[config.mk]
export PLATFORM = sky130hd
export DESIGN_NAME = mfd_top
export DESIGN_NICKNAME = d
export VERILOG_FILES = /design/src/logic/mfd_pkg.sv /design/src/logic/mfd_sync.sv /design/src/logic/mfd_top.sv /design/src/logic/mfd_tot.sv
export VERILOG_INCLUDE_DIRS = /design/src /design/src/logic
export SDC_FILE = /design/constraint.sdc
export NUM_CORES = 1
export LEC_CHECK = 0
export ABC_AREA = 1
export BUFFER_PORTS_ARGS = -buffer_cell sky130_fd_sc_hd__buf_4
export CAP_MARGIN = 25
export CORE_AREA = 2 2 138 140
export CTS_BUF_LIST = sky130_fd_sc_hd__clkbuf_8
export DETAILED_ROUTE_END_ITERATION = 10
export DIE_AREA = 0 0 140 142
export PLACE_DENSITY = 0.95
export REMOVE_ABC_BUFFERS = 1
export SETUP_SLACK_MARGIN = 0.1
export SLEW_MARGIN = 10
export SYNTH_ARGS = -nofsm -noshare
export SYNTH_HDL_FRONTEND = slang
export SYNTH_HIERARCHICAL = 1
export SYNTH_SLANG_ARGS = --single-unit
[constraint.sdc]
create_clock -name clk_in -period 3 [get_ports clk_in]
set_input_delay 0.15 -clock clk_in [delete_from_list [all_inputs] [get_ports clk_in]]
set_output_delay 0.15 -clock clk_in [all_outputs]
set_load 0.02 [all_outputs]
[src/logic/mfd_defs.svh]
// Offsets, field positions, reset values and timing figures of the multifunction block
`ifndef MFD_DEFS_SVH
`define MFD_DEFS_SVH

// ---------------------------------------------------------------
// Sizes and timing
// ---------------------------------------------------------------
`define MFD_PORT_W        8
`define MFD_CNT_W         26
`define MFD_DAC_W         16
`define MFD_CLK_KHZ       40000
`define MFD_PULSE_MAX_KHZ 100
`define MFD_MIN_OVERSAMPLE 4

// ---------------------------------------------------------------
// Register byte offsets
// ---------------------------------------------------------------
`define MFD_OFS_CTRL      6'h00
`define MFD_OFS_STATUS    6'h04
`define MFD_OFS_PORT_IN   6'h08
`define MFD_OFS_PORT_OUT  6'h0C
`define MFD_OFS_ALM_PAT   6'h10
`define MFD_OFS_ALM_MASK  6'h14
`define MFD_OFS_COUNT     6'h18
`define MFD_OFS_SCAN_IN   6'h1C
`define MFD_OFS_SCAN_CNT  6'h20
`define MFD_OFS_DAC0      6'h24
`define MFD_OFS_DAC1      6'h28

// ---------------------------------------------------------------
// Control and status fields
// ---------------------------------------------------------------
`define MFD_CTRL_FALL     0
`define MFD_CTRL_CLR      1
`define MFD_CTRL_OE_A     2
`define MFD_CTRL_OE_B     3
`define MFD_CTRL_ALM_MODE 4
`define MFD_CTRL_ALM_EN   5
`define MFD_ST_ALM        0
`define MFD_ST_SCAN_VLD   2

// ---------------------------------------------------------------
// Reset values
// ---------------------------------------------------------------
`define MFD_RST_CTRL      8'h00
`define MFD_RST_OUT       16'hFFFF
`define MFD_RST_MASK      16'hFFFF
`define MFD_RST_DAC       16'h0000

`endif

[src/logic/mfd_pkg.sv]
// Types shared by the multifunction block
package mfd_pkg;
	typedef enum logic {BUS_IDLE, BUS_ACK} mfd_bus_st_t;
	typedef enum logic {ALM_MATCH, ALM_CHANGE} mfd_alm_mode_t;
endpackage

[src/logic/mfd_sync.sv]
// Two-stage synchroniser for a group of pin levels
`timescale 1ns/1ps
module mfd_sync #(
	parameter int W = 1
) (
	// Clock and reset
	input  wire logic         clk_in,
	input  wire logic         rst_b_in,
	// Levels
	input  wire logic [W-1:0] async_in,
	output logic      [W-1:0] sync_out
);
	logic [W-1:0] meta;
	logic [W-1:0] next_meta;
	logic [W-1:0] next_sync;

	generate
		if (W < 1) begin : g_chk
			$error("mfd_sync width must be at least one");
		end
	endgenerate

	// First stage is read only by the second stage
	always_comb begin
		next_meta = async_in;
		next_sync = meta;
	end

	always_ff @(posedge clk_in) begin
		if (!rst_b_in) begin
			meta     <= '0;
			sync_out <= '0;
		end else begin
			meta     <= next_meta;
			sync_out <= next_sync;
		end
	end
endmodule

[src/logic/mfd_top.sv]
// Multifunction digital ports, totalizer and voltage-output codes behind an Avalon-MM slave
//
// Summary of operation
// - Two 8-bit ports can be read live or captured together as one scan reading.
// - A port raises an alarm on a pattern match or a pattern change, scanned or not.
// - An open input reads as one and a grounded input reads as zero.
// - Both ports can be driven together as one 16-bit output word.
// - The totalizer is 26 bits wide and keeps up with pulses up to 100 kHz.
// - The count can be read on request or captured as one scan reading.
// - A control bit picks rising or falling edges for counting.
// - After the maximum count the next counted edge gives zero.
// - The high-active gate enables counting while high.
// - The low-active gate enables counting while low.
// - Counting happens only while both gates enable at once.
// - An unconnected high-active gate counts as enabling; an unconnected low-active gate floats high and stops counting.
// - Each voltage output takes a 16-bit code in 1 mV steps across the full range.
`timescale 1ns/1ps
`include "mfd_defs.svh"
module mfd_top import mfd_pkg::*; #(
	parameter int CNT_W   = `MFD_CNT_W,
	parameter int CLK_KHZ = `MFD_CLK_KHZ
) (
	// Clock and reset
	input  wire logic              clk_in,
	input  wire logic              rst_b_in,
	// Avalon-MM slave
	input  wire logic [5:0]        avs_address_in,
	input  wire logic              avs_read_in,
	input  wire logic              avs_write_in,
	input  wire logic [31:0]       avs_writedata_in,
	input  wire logic [3:0]        avs_byteenable_in,
	output logic      [31:0]       avs_readdata_out,
	output logic                   avs_waitrequest_out,
	// Scan sequencer
	input  wire logic              scan_trig_in,
	output logic                   scan_done_out,
	output logic      [15:0]       scan_port_out,
	output logic      [CNT_W-1:0]  scan_count_out,
	// Digital port pins, two-way
	input  wire logic [7:0]        port_a_in,
	output logic      [7:0]        port_a_out,
	output logic      [7:0]        port_a_oe_out,
	input  wire logic [7:0]        port_b_in,
	output logic      [7:0]        port_b_out,
	output logic      [7:0]        port_b_oe_out,
	// Totalizer pins
	input  wire logic              tot_pulse_in,
	input  wire logic              gate_hi_in,
	input  wire logic              gate_lo_b_in,
	// Alarm and voltage-output codes
	output logic                   alarm_out,
	output logic      [15:0]       dac0_code_out,
	output logic      [15:0]       dac1_code_out
);
	// ---------------------------------------------------------------
	// Elaboration checks
	// ---------------------------------------------------------------
	generate
		if (CNT_W < 2 || CNT_W > 32) begin : g_chk_w
			$error("mfd_top count width must be 2 to 32");
		end
		// Both pulse phases must last several clocks to be seen
		if (CLK_KHZ / `MFD_PULSE_MAX_KHZ < `MFD_MIN_OVERSAMPLE * 2) begin : g_chk_clk
			$error("mfd_top clock too slow for the pulse rate");
		end
	endgenerate

	// ---------------------------------------------------------------
	// Helpers
	// ---------------------------------------------------------------
	// Merge write data into a 16-bit register under byte enables
	function automatic logic [15:0] be_merge16(input logic [15:0] old,
		input logic [31:0] wd, input logic [3:0] be);
		logic [15:0] r;
		r = old;
		if (be[0]) begin
			r[7:0] = wd[7:0];
		end
		if (be[1]) begin
			r[15:8] = wd[15:8];
		end
		return r;
	endfunction

	// ---------------------------------------------------------------
	// Pin synchronisation
	// ---------------------------------------------------------------
	logic [18:0]      pins_s;
	logic [15:0]      port_s;
	logic             pulse_s;
	logic             gate_hi_s;
	logic             gate_lo_b_s;

	// Pins come from outside; none is looked at before two flops
	mfd_sync #(
		.W (19)
	) u_sync (
		.clk_in   (clk_in),
		.rst_b_in (rst_b_in),
		.async_in ({gate_lo_b_in, gate_hi_in, tot_pulse_in, port_b_in, port_a_in}),
		.sync_out (pins_s)
	);

	// Pull-ups outside make an open pin read one; the raw level is shown
	assign port_s      = pins_s[15:0];
	assign pulse_s     = pins_s[16];
	assign gate_hi_s   = pins_s[17];  // Floats high when open
	assign gate_lo_b_s = pins_s[18];  // Drive it low or ground it to enable

	// ---------------------------------------------------------------
	// Register state
	// ---------------------------------------------------------------
	mfd_bus_st_t      bus_st;
	mfd_bus_st_t      next_bus_st;
	logic [7:0]       ctrl;
	logic [7:0]       next_ctrl;
	logic [15:0]      out_word;
	logic [15:0]      next_out_word;
	logic [15:0]      alm_pat;
	logic [15:0]      next_alm_pat;
	logic [15:0]      alm_mask;
	logic [15:0]      next_alm_mask;
	logic [15:0]      dac0;
	logic [15:0]      next_dac0;
	logic [15:0]      dac1;
	logic [15:0]      next_dac1;
	logic [31:0]      rdata;
	logic [31:0]      next_rdata;

	logic             req;
	logic             wr_go;
	logic [CNT_W-1:0] count;
	logic             cnt_clr;

	// ---------------------------------------------------------------
	// Bus handshake
	// ---------------------------------------------------------------
	// One wait cycle per access: read data is captured on the first edge,
	// so the whole count comes from a single edge even if a pulse lands
	assign req                 = avs_read_in | avs_write_in;
	assign avs_waitrequest_out = req & (bus_st == BUS_IDLE);
	assign wr_go               = avs_write_in & (bus_st == BUS_ACK);
	assign avs_readdata_out    = rdata;

	// Count clear is a write-one pulse, never stored
	assign cnt_clr = wr_go & (avs_address_in == `MFD_OFS_CTRL)
		& avs_byteenable_in[0] & avs_writedata_in[`MFD_CTRL_CLR];

	// ---------------------------------------------------------------
	// Totalizer
	// ---------------------------------------------------------------
	mfd_tot #(
		.W (CNT_W)
	) u_tot (
		.clk_in       (clk_in),
		.rst_b_in     (rst_b_in),
		.pulse_in     (pulse_s),
		.gate_hi_in   (gate_hi_s),
		.gate_lo_b_in (gate_lo_b_s),
		.edge_fall_in (ctrl[`MFD_CTRL_FALL]),
		.clear_in     (cnt_clr),
		.count_out    (count)
	);

	// ---------------------------------------------------------------
	// Alarms
	// ---------------------------------------------------------------
	logic [1:0]       alm_st;
	logic [1:0]       next_alm_st;
	logic [1:0]       match_prev;
	logic [1:0]       next_match_prev;
	logic [15:0]      in_prev;
	logic [15:0]      next_in_prev;
	logic [1:0]       alm_ev;
	logic [1:0]       alm_clr;

	// Status bits are write-one-to-clear
	assign alm_clr = (wr_go && avs_address_in == `MFD_OFS_STATUS && avs_byteenable_in[0])
		? avs_writedata_in[`MFD_ST_ALM +: 2] : 2'b00;

	// Watches the live pins whether or not the port is in a scan
	always_comb begin
		next_in_prev    = port_s;
		next_match_prev = match_prev;
		next_alm_st     = alm_st;
		alm_ev          = 2'b00;
		for (int p = 0; p < 2; p++) begin
			logic [7:0]    pin;
			logic [7:0]    msk;
			logic          hit_m;
			logic          hit_c;
			mfd_alm_mode_t mode;
			pin   = port_s[8*p +: 8];
			msk   = alm_mask[8*p +: 8];
			hit_m = ((pin ^ alm_pat[8*p +: 8]) & msk) == 8'h00;
			hit_c = ((pin ^ in_prev[8*p +: 8]) & msk) != 8'h00;
			mode  = mfd_alm_mode_t'(ctrl[`MFD_CTRL_ALM_MODE + 2*p]);
			next_match_prev[p] = hit_m;
			if (ctrl[`MFD_CTRL_ALM_EN + 2*p]) begin
				// A match alarms once on entry; a change alarms on every change
				alm_ev[p] = (mode == ALM_CHANGE) ? hit_c : (hit_m & ~match_prev[p]);
			end
			// A new event wins over a clear in the same cycle
			next_alm_st[p] = alm_ev[p] | (alm_st[p] & ~alm_clr[p]);
		end
	end

	assign alarm_out = |alm_st;

	// ---------------------------------------------------------------
	// Scan capture
	// ---------------------------------------------------------------
	logic             scan_vld;
	logic             next_scan_vld;
	logic             next_scan_done;
	logic [15:0]      next_scan_port;
	logic [CNT_W-1:0] next_scan_count;

	// Ports and count are caught on the same edge as one reading
	always_comb begin
		next_scan_done  = scan_trig_in;
		next_scan_port  = scan_trig_in ? port_s : scan_port_out;
		next_scan_count = scan_trig_in ? count : scan_count_out;
		next_scan_vld   = scan_vld | scan_trig_in;
		if (wr_go && avs_address_in == `MFD_OFS_STATUS && avs_byteenable_in[0]
			&& avs_writedata_in[`MFD_ST_SCAN_VLD] && !scan_trig_in) begin
			next_scan_vld = 1'b0;
		end
	end

	// ---------------------------------------------------------------
	// Register writes and read mux
	// ---------------------------------------------------------------
	always_comb begin
		next_bus_st   = (req && bus_st == BUS_IDLE) ? BUS_ACK : BUS_IDLE;
		next_ctrl     = ctrl;
		next_out_word = out_word;
		next_alm_pat  = alm_pat;
		next_alm_mask = alm_mask;
		next_dac0     = dac0;
		next_dac1     = dac1;
		next_rdata    = rdata;
		if (wr_go) begin
			case (avs_address_in)
				`MFD_OFS_CTRL: begin
					if (avs_byteenable_in[0]) begin
						next_ctrl = avs_writedata_in[7:0] & ~8'h02;
					end
				end
				`MFD_OFS_PORT_OUT: begin
					// A full-word write drives both ports on one edge
					next_out_word = be_merge16(out_word, avs_writedata_in,
						avs_byteenable_in);
				end
				`MFD_OFS_ALM_PAT: begin
					next_alm_pat = be_merge16(alm_pat, avs_writedata_in, avs_byteenable_in);
				end
				`MFD_OFS_ALM_MASK: begin
					next_alm_mask = be_merge16(alm_mask, avs_writedata_in, avs_byteenable_in);
				end
				`MFD_OFS_DAC0: begin
					next_dac0 = be_merge16(dac0, avs_writedata_in, avs_byteenable_in);
				end
				`MFD_OFS_DAC1: begin
					next_dac1 = be_merge16(dac1, avs_writedata_in, avs_byteenable_in);
				end
				default: begin
					next_ctrl = ctrl;
				end
			endcase
		end
		if (avs_read_in && bus_st == BUS_IDLE) begin
			case (avs_address_in)
				`MFD_OFS_CTRL:     next_rdata = {24'h00_0000, ctrl};
				`MFD_OFS_STATUS:   next_rdata = {29'h0000_0000, scan_vld, alm_st};
				`MFD_OFS_PORT_IN:  next_rdata = {16'h0000, port_s};
				`MFD_OFS_PORT_OUT: next_rdata = {16'h0000, out_word};
				`MFD_OFS_ALM_PAT:  next_rdata = {16'h0000, alm_pat};
				`MFD_OFS_ALM_MASK: next_rdata = {16'h0000, alm_mask};
				`MFD_OFS_COUNT:    next_rdata = 32'(count);
				`MFD_OFS_SCAN_IN:  next_rdata = {16'h0000, scan_port_out};
				`MFD_OFS_SCAN_CNT: next_rdata = 32'(scan_count_out);
				`MFD_OFS_DAC0:     next_rdata = {16'h0000, dac0};
				`MFD_OFS_DAC1:     next_rdata = {16'h0000, dac1};
				default:           next_rdata = 32'h0000_0000;
			endcase
		end
	end

	// ---------------------------------------------------------------
	// State registers
	// ---------------------------------------------------------------
	always_ff @(posedge clk_in) begin
		if (!rst_b_in) begin
			bus_st         <= BUS_IDLE;
			ctrl           <= `MFD_RST_CTRL;
			out_word       <= `MFD_RST_OUT;
			alm_pat        <= 16'h0000;
			alm_mask       <= `MFD_RST_MASK;
			dac0           <= `MFD_RST_DAC;
			dac1           <= `MFD_RST_DAC;
			rdata          <= 32'h0000_0000;
			alm_st         <= 2'b00;
			match_prev     <= 2'b00;
			in_prev        <= 16'h0000;
			scan_vld       <= 1'b0;
			scan_done_out  <= 1'b0;
			scan_port_out  <= 16'h0000;
			scan_count_out <= '0;
		end else begin
			bus_st         <= next_bus_st;
			ctrl           <= next_ctrl;
			out_word       <= next_out_word;
			alm_pat        <= next_alm_pat;
			alm_mask       <= next_alm_mask;
			dac0           <= next_dac0;
			dac1           <= next_dac1;
			rdata          <= next_rdata;
			alm_st         <= next_alm_st;
			match_prev     <= next_match_prev;
			in_prev        <= next_in_prev;
			scan_vld       <= next_scan_vld;
			scan_done_out  <= next_scan_done;
			scan_port_out  <= next_scan_port;
			scan_count_out <= next_scan_count;
		end
	end

	// ---------------------------------------------------------------
	// Pin drive
	// ---------------------------------------------------------------
	// Outputs drive both levels; a zero bit actively sinks for external switches
	assign port_a_out    = out_word[7:0];
	assign port_b_out    = out_word[15:8];
	assign port_a_oe_out = {8{ctrl[`MFD_CTRL_OE_A]}};
	assign port_b_oe_out = {8{ctrl[`MFD_CTRL_OE_B]}};
	assign dac0_code_out = dac0;  // Two's complement, one LSB per millivolt
	assign dac1_code_out = dac1;
endmodule

[src/logic/mfd_tot.sv]
// Gated edge totalizer with wrap-around
`timescale 1ns/1ps
`include "mfd_defs.svh"
module mfd_tot import mfd_pkg::*; #(
	parameter int W = `MFD_CNT_W
) (
	// Clock and reset
	input  wire logic         clk_in,
	input  wire logic         rst_b_in,
	// Synchronised inputs
	input  wire logic         pulse_in,
	input  wire logic         gate_hi_in,
	input  wire logic         gate_lo_b_in,
	// Control
	input  wire logic         edge_fall_in,
	input  wire logic         clear_in,
	// Count
	output logic      [W-1:0] count_out
);
	logic         prev;
	logic [1:0]   prime;
	logic         hit;
	logic         next_prev;
	logic [1:0]   next_prime;
	logic [W-1:0] next_count;

	generate
		if (W < 2 || W > 32) begin : g_chk
			$error("mfd_tot width must be 2 to 32");
		end
	endgenerate

	// Edge select, both gates enabling, and a guard until the synchroniser has settled
	always_comb begin
		next_prev  = pulse_in;
		next_prime = (prime == 2'd3) ? prime : prime + 2'd1;
		hit = (edge_fall_in ? (prev & ~pulse_in) : (~prev & pulse_in))
			& gate_hi_in & ~gate_lo_b_in & (prime == 2'd3);
		if (clear_in) begin
			next_count = '0;
		end else if (hit) begin
			next_count = count_out + W'(1);  // Rolls from all ones to zero
		end else begin
			next_count = count_out;
		end
	end

	always_ff @(posedge clk_in) begin
		if (!rst_b_in) begin
			prev      <= 1'b0;
			prime     <= 2'd0;
			count_out <= '0;
		end else begin
			prev      <= next_prev;
			prime     <= next_prime;
			count_out <= next_count;
		end
	end
endmodule

Word-level counts from Yosys, hierarchy flattened:

Cells that the tools add are included.
Widths: inputs -> output; s select.

* register bits after elaboration: 251
* bits of input ports: 66
* output and inout bits: 141
* logic and storage cells: 107

* $add $sub $neg: 2
* equality and inequality tests: 11
* muxes and demuxes: 8
* bitwise gates (word level): 35
* reduce and logical (&&, ||, !) cells: 26

Operators by type and width (number)
* $pmux 26 s11: 1
* $reduce_and 3->1: 11
* $and 8x8->8: 4
* $xor 8x8->8: 4
* $add 26x1->26 const B: 1
* $eq 6x5->1 const B: 4
* $eq 6x6->1 const B: 3
* $logic_not 8->1: 2
* $reduce_bool 8->1: 2
* $and 1x1->1: 14
* $eq 6x4->1 const B: 2
* $not 1->1: 9
* $eq 6x3->1 const B: 1
* $logic_and 1x1->1: 6
* $logic_not 6->1: 1
* $mux 1: 6
* $reduce_or 2->1: 3
* $or 1x1->1: 4
* $add 2x1->2 const B: 1
* $eq 2x2->1 const B: 1
* $mux 2: 1
* $logic_not 1->1: 1

Logic depth before layout (Yosys ltp):

Gate-level depths: netlist (run 1).

* word-level depth: 7
* gate-level depth with buffers: 11
* depth with buffers taken out: 10

By module:

The synthesis (run 1) kept the hierarchy.

By module, submodules not included
* mfd_top: times used 1, cells each 1281, area each 8541.9 sq um, seq. area each 3563.4 sq um
* mfd_tot: times used 1, cells each 254, area each 1634.1 sq um, seq. area each 580.6 sq um
* mfd_sync: times used 1, cells each 118, area each 1081.0 sq um, seq. area each 760.7 sq um

Worst setup path after synthesis (run 1):

No wires, ideal clock.

* path kind: register to register
* start: register bus_st
* end: register u_tot.count_out[15]
* setup time: 0.064 ns
* arrival: 1.688 ns
* required time: 2.936 ns
* setup slack: 1.248 ns
* cell stages (with the launch flop): 10
* path buffers: 2
* period minus slack after synthesis: 1.752 ns
* cell sequence: dfxtp_1 > nand3_1 > nor2_2 > inv_1 > buf_2 > nor2_1 > nor2_1 > clkbuf_1 > nand2_1 > nor2_1

* longest elaborated chain between the ends: 5

RTL lines
* start: declaration: RTL line mfd_top.sv:113 `mfd_bus_st_t bus_st;`
* start signal: assignment: RTL line mfd_top.sv:311 `bus_st <= next_bus_st;`
* $and 1x1->1: RTL line mfd_top.sv:142 `assign wr_go = avs_write_in & (bus_st == BUS_ACK);`
* $and 1x1->1 (3 in a row): RTL line mfd_top.sv:146 `` assign cnt_clr = wr_go & (avs_address_in == `MFD_OFS_CTRL) ``
* net cnt_clr: RTL line mfd_top.sv:133 `logic cnt_clr;`
* $reduce_or 2->1 (no source line)
* end signal: assignment: RTL line mfd_tot.sv:56 `count_out <= next_count;`
* end: declaration: RTL line mfd_tot.sv:18 `output logic [W-1:0] count_out`

The timed path passes the listed nets, and every way through them passes these cells.
A chain may end at the register's enable or synchronous reset.

Worst setup path in the final report (run 1):

* start: register bus_st
* end: register u_tot.count_out[2]

The elaborated chain is that of the path after synthesis.

==> results of run 1 <==
==> worst min path at each step <==
stage | from | end | slack [ps] | cells after the start
after floorplan | rst_b_in | out_word[10]$_SDFFE_PN1P_ | 230 | 1
after global placement | port_b_in[4] | u_sync/meta[12]$_SDFF_PN0_ | 330 | 3
after detailed placement | port_b_in[3] | u_sync/meta[11]$_SDFF_PN0_ | 340 | 3
after CTS | rst_b_in | alm_mask[5]$_SDFFE_PN1P_ | 40 | 2
after global routing | rst_b_in | u_sync/sync_out[4]$_SDFF_PN0_ | 80 | 3
final | rst_b_in | alm_mask[5]$_SDFFE_PN1P_ | 60 | 2
==> what timing repair did <==
item	4_1_cts	5_1_grt
hold endpoints to repair	98	0
setup buffers	0	0
hold buffers	37	0
==> report_power, final <==
part | internal, mW | switching [mW] | leakage (nW)
Combinational | 0.206 | 0.383 | 4.10
Clock | 1.38 | 1.29 | 0.416
Sequential | 3.33 | 0.0570 | 1.99
==> critical path, stage by stage, from the launching register on <==
cell	delay [ps]
dfxtp_1	350
nand3_1	380
nor2_2	130
inv_1	260
nor2_1	80
nor2_1	560
buf_4	330
nand2_1	80
nor2_1	80
==> flip-flops by register name, indices dropped and copies added (netlist names), 19 cells and up <==
| register | flops |
|---|---|
| avs_readdata_out | 26 |
| u_sync/sync_out | 19 |
| u_sync/meta | 19 |
| scan_count_out | 26 |
| u_tot/count_out | 26 |
==> cell families after synthesis <==
group | count (synthesis)
and+or+nand+nor | 861
buffers and inverters | 296
AOI/OAI and AO/OA | 248
DFF | 245
adders and majority gates | 2
other | 1
==> cell usage in the layout (no fill, tap or decap), types with 2 or more instances in the layout <==
cell	Yosys	final
nand2_1	383	383
dfxtp_1	245	245
nand3_1	206	206
inv_1	190	203
buf_4	26	200
nor2_1	195	194
o21ai_0	118	118
a21oi_1	113	113
clkbuf_8	0	46
dlygate4sd3_1	0	37
nand4_1	28	28
nor2_2	17	17
nor2_4	13	14
o211ai_1	10	10
inv_2	7	7
nand2_2	6	6
conb_1	1	6
nand3b_1	5	5
or2_2	4	4
clkinv_2	0	4
o21ai_1	3	3
o21a_1	2	2
nor3_1	2	2
ha_1	2	2
==> metal layers <==
| layer | wire [um] | vias to the layer above | GRT usage, % |
|---|---|---|---|
| met3 | 4250 | 178 | 7.13 |
| met5 | 0 | - | 0 |
| met4 | 1560 | 0 | 15.5 |
| met2 | 16100 | 877 | 56.7 |
| met1 | 12400 | 5378 | 40.2 |
| li1 | - | 5627 | - |
==> area by class of cell <==
type / count / area (um2) / area share (%)
inverter: 198 / 743 / 5.45
clock buffer: 46 / 633 / 4.64
tap: 234 / 293 / 2.15
clock inverter: 17 / 68.8 / 0.504
timing repair buffer: 238 / 1890 / 13.9
sequential: 245 / 4900 / 36.0
multi-input combinational: 1117 / 5110 / 37.4
==> qor.txt, run 1 <==
Status: finished with violations
Failing checks: DRC
Max IR drop VDD: 0.333 mV
Max frequency: 429 MHz
Post-Layout Cell Count: 2095
Post-Synth Adder-Cell Area: 0.222%
Largest area contributor in the netlist: dfxtp_1
Via count of the first global-routing pass: 11100
Final-report setup violation count: 0
Post-synth EDFFs: 0
Drt drc: 13
Register area share after synthesis: 43.6%
Detail Placement HPWL: 22400 um
Worst R2R Setup Slack: 670 ps
#FFs+latches synth: 245
Async set or reset register ratio after synthesis: 0%
Crit path kind: register to register
Final worst slack: 669 ps
Simple-Gate Fraction of Synth Area: 33.5%
Slew @ Worst Pin: 994 ps
Initial antenna violation count: 0
Worst setup endpoint: u_tot/count_out[2]$_SDFFE_PP0P_
CTS tree: done
# port buffers: 182
CP startpoint: bus_st$_SDFF_PN0_
Critical path required time: 3480 ps
Synth Instances: 1653
Global route overflow: 0
Clk slew on worst S/H paths: 60 ps
PwrDens: 487 mW/mm2
Antenna-violating nets left: 0
Via count: 12100
Main area contributors after synthesis: dfxtp_1 44%, nand2_1 13%, nand3_1 9.2%
CP arrival: 2810 ps
First-pass GRT wire length: 53600 um
DIE HEIGHT: 142 um
Crit share post-route: 77.7%
Startpoint types: register
Top FF cell, synth: dfxtp_1
Fill cells: 1382
DIE WIDTH: 140 um
Avg Inst Size Synth: 6.81 um2
Synth Warn #: 6
Final Skew: 18.6 ps
Mux contribution to synthesized area: 0%
TritonRoute pass-1 iters: 9
RSZ-0062 raised after global routing: no
Yosys cell types: 30
Final core utilization: 73.9%
Fin Setup TNS: 0 ps
Rel. slew slack: 33.6%
Final #Nets: 1907
DIE AREA: 0.0199 mm2
Share of layout cells above drive strength 1: 16.2%
Starting density of the core: 61.0%
Leak pwr: 6.51 nW
Crit path max fanout: 15
Slew Limit Fails: 0
Worst r2r dst: u_tot/count_out[2]$_SDFFE_PP0P_
Synth Area in Compound Gates: 11.4%
Cts repair resizes: 0
Avg WL per Cell: 16.4 um
Design area: 0.0136 mm2
CTS max path bufs: 3
Placed cell count: 1995
Core Area: 0.0185 mm2
PnR Total Power: 6.64 mW
CTS Buf Count: 39
Root Driver: clkbuf_8
Via/cell ratio: 5.76
RD Place Congestion: 0.948
Initial drt markers: 1683
Fin crit period: 2330 ps
Final wirelength: 34300 um
Nature of the critical path endpoint: register
Largest net degree at the start of global routing: 144
Worst slack, placed: 720 ps
Yosys top cell area share: 43.6%
R2r startpoint: bus_st$_SDFF_PN0_
Most frequent cell after synthesis: nand2_1
Hold_ws: 61.4 ps
CTS Sinks: 245
Cell Area, Placed: 0.0126 mm2
Worst R2R Path Depth: 8
Xor and xnor area share after synthesis: 0%
Final hold violation count: 0
Commonest cells post-synth: 383 x nand2_1, 245 x dfxtp_1, 206 x nand3_1
Tightest Hold Check Type: primary input to register
Htree depth: 2
# diodes: 0
Area growth, synth to finish: 21.2%
# rows: 50
Maxcap violations: 0
Tot GR Track Use: 33.2%
Mapped Area: 0.0113 mm2
# IOs: 207
Largest family of logic cells by synthesized area: simple AND/OR/NAND/NOR gates
Clk Latency, worst-skew pair: 550 ps
Note: power is estimated with default switching activity, not from simulation.
==> run 2, diff against run 1 <==
--- a/config.mk
+++ b/config.mk
@@ -9,11 +9,11 @@
 export ABC_AREA = 1
 export BUFFER_PORTS_ARGS = -buffer_cell sky130_fd_sc_hd__buf_4
 export CAP_MARGIN = 25
-export CORE_AREA = 2 2 138 140
+export CORE_AREA = 2 2 151 153
 export CTS_BUF_LIST = sky130_fd_sc_hd__clkbuf_8
 export DETAILED_ROUTE_END_ITERATION = 10
-export DIE_AREA = 0 0 140 142
-export PLACE_DENSITY = 0.95
+export DIE_AREA = 0 0 153 155
+export PLACE_DENSITY = 0.89
 export REMOVE_ABC_BUFFERS = 1
 export SETUP_SLACK_MARGIN = 0.1
 export SLEW_MARGIN = 10
==> constraint.sdc (replaced) <==
create_clock -name clk_in -period 2 [get_ports clk_in]
set_input_delay 0.1 -clock clk_in [delete_from_list [all_inputs] [get_ports clk_in]]
set_output_delay 0.1 -clock clk_in [all_outputs]
set_load 0.02 [all_outputs]
==> run 2 against run 1 <==
Effect of this change:
- combinational power increased by 56%
- the flow now finishes without violations
- clock skew increased by 4.0 ps
- non-clock buffer count increased by 18
- flip-flop and latch count unchanged
==> qor.txt, run 2 (same netlist as run 1, synthesis figures left out) <==
# port buffers: 182 (unchanged)
Drt drc: 0 (-13)
Final Skew: 22.6 ps (+4.01 ps)
Critical Path Max Stage Delay: 410 ps (-150 ps)
PwrDens: 756 mW/mm2 (+55%)
Worst hold path startpoint: scan_trig_in
Cell Area, Placed: 0.0128 mm2 (+1.7%)
Logic pwr share: 8.6% (-0.3 points)
Crit path max fanout: 11 (-4)
Worst R2R Setup Slack: 200 ps (-470 ps)
Placed cell count: 2062 (+3.4%)
Max frequency: 555 MHz (+29%)
CTS Sinks: 245 (unchanged)
RD Place Congestion: 0.925 (-2.4%)
Maxcap violations: 0 (unchanged)
Slew @ Worst Pin: 572 ps (-423 ps)
Worst-path cell chain: nand3_1 > nor2_4 > inv_1 > o21ai_0 > a21oi_1
# IOs: 207 (unchanged)
Crit path kind: register to register
Switching share of total power: 25.0% (-1.1 points)
Max IR drop VDD: 0.584 mV (+75%)
Final #Nets: 1927 (+1.0%)
RSZ-0062 raised after global routing: no
DIE HEIGHT: 155 um (+9.2%)
Largest net degree at the start of global routing: 65 (-55%)
Nature of the critical path endpoint: register
Slew Limit Fails: 0 (unchanged)
Critical path required time: 2410 ps (-1070 ps)
Htree depth: 2 (unchanged)
Final-report setup violation count: 0 (unchanged)
Startpoint types: register
Final wirelength: 35800 um (+4.3%)
Core Area: 0.0222 mm2 (+20%)
DIE AREA: 0.0237 mm2 (+19%)
P_int: 7.98 mW (+62%)
Psw: 2.65 mW (+54%)
CTS max path bufs: 3 (unchanged)
Via/cell ratio: 5.46 (-5.1%)
Initial drt markers: 1158 (-31%)
Antenna-violating nets left: 0 (unchanged)
Sequential Power Share: 47.8% (-3.2 points)
Area growth, synth to finish: 24.9%
Via count of the first global-routing pass: 11200 (+1.2%)
Tot GR Track Use: 29.4% (-3.8 points)
Worst r2r dst: dac0_code_out[10]$_SDFFE_PN0P_
Via count: 11900 (-1.7%)
Clk slew on worst S/H paths: 60 ps (about the same)
Global route overflow: 0 (unchanged)
Rel. slew slack: 61.9% (+28 points)
Final core utilization: 63.3% (-11 points)
R2r startpoint: bus_st$_SDFF_PN0_
Leak pwr: 6.69 nW (+2.8%)
Tightest Hold Check Type: primary input to register
Clock share of power: 43.6% (+3.5 points)
First-pass GRT wire length: 56500 um (+5.5%)
Share of layout cells above drive strength 1: 17.4% (+1.2 points)
# diodes: 0 (unchanged)
Design area: 0.0141 mm2 (+3.1%)
Status: completed
Fin crit period: 1800 ps (-530 ps)
Post-Layout Cell Count: 2171 (+3.6%)
Initial antenna violation count: 0 (unchanged)
Final hold violation count: 0 (unchanged)
Clk Latency, worst-skew pair: 540 ps (about the same)
Worst R2R Path Depth: 5 (-3)
Avg WL per Cell: 16.5 um (+0.60%)
DIE WIDTH: 153 um (+9.3%)
CP arrival: 2210 ps (-600 ps)
Hold path endpoint: scan_count_out[2]$_SDFFE_PN0P_
Starting density of the core: 50.6% (-10 points)
# rows: 55 (+10%)
Hold path cells: 4 (+2)
Commonest non-fill, non-tap cell in the layout: nand2_1
Crit share post-route: 90.1% (+12 points)
TritonRoute pass-1 iters: 5 (-4)
Commonest cells after routing, fill and taps aside: 383 x nand2_1, 245 x dfxtp_1, 213 x buf_4, 206 x nand3_1, 202 x inv_1
CP max-delay cell: dfxtp_1
Detail Placement HPWL: 24200 um (+8.1%)
CTS Buf Count: 41 (+5.1%)
CTS tree: done
Root Driver: clkbuf_8
[run 2: timing repair]
action	CTS	global route
gates resized for setup	0	4
hold buffers	38	0
setup buffers	0	0
endpoints found under the hold margin	114	0
endpoints found under the setup margin	0	25
[run 2: power groups by stage]
| stage | combinational [mW] | sequential [mW] | clock [mW] |
|---|---|---|---|
| 2_1_floorplan | 0.331 | 5.22 | 0 |
| 3_3_place_gp | 0.812 | 5.18 | 0 |
| 3_5_place_dp | 0.828 | 5.19 | 0 |
| 4_1_cts | 0.890 | 5.08 | 4.68 |
| 5_1_grt | 0.986 | 5.09 | 4.90 |
| 6_report | 0.917 | 5.08 | 4.63 |
[run 2: worst max-delay path by stage]
stage	from	endpoint
floorplan	avs_address_in[4]	avs_readdata_out[11]$_SDFFE_PN0P_
global placement	avs_address_in[1]	alm_pat[6]$_SDFFE_PN0P_
detailed placement	avs_address_in[1]	alm_pat[3]$_SDFFE_PN0P_
CTS	bus_st$_SDFF_PN0_	u_tot/count_out[16]$_SDFFE_PP0P_
global route	bus_st$_SDFF_PN0_	dac0_code_out[10]$_SDFFE_PN0P_
finish	bus_st$_SDFF_PN0_	dac0_code_out[10]$_SDFFE_PN0P_
[run 2: layout make-up]
class	instances	area (um2)
inverter	198	743
fill	1956	8170
clock inverter	16	115
timing repair buffer	256	2080
multi-input combinational	1117	5120
clock buffer	54	743
sequential	245	4900
tap	285	357
[run 2: metrics by stage]
stage | setup TNS, ps | setup WS, ps | power (mW) | hold WS (ps)
final | 0 | 198 | 10.6 | 60.9
after global routing | 0 | 112 | 11.0 | 58.0
after CTS | 0 | 233 | 10.7 | 38.1
after detailed placement | 0 | 216 | 6.01 | 286
after global placement | 0 | 291 | 5.99 | 283
after floorplan | -23160 | -1080 | 5.55 | 184
[run 2: metal layers]
layer	vias to the layer above	wire length (um)	GRT usage (%)
li1	5672	-	-
met1	5387	14000	37.1
met2	674	16600	48.5
met3	124	3690	6.02
met4	0	1560	14.1
met5	-	0	0
[run 2: worst max-delay path, delay by kind of cell (launching register included)]
kind | cells | cell delay [ps]
flip-flops | 1 | 410
buffers and inverters | 1 | 250
AO/OA/AOI/OAI | 2 | 300
AND/OR/NAND/NOR | 2 | 700
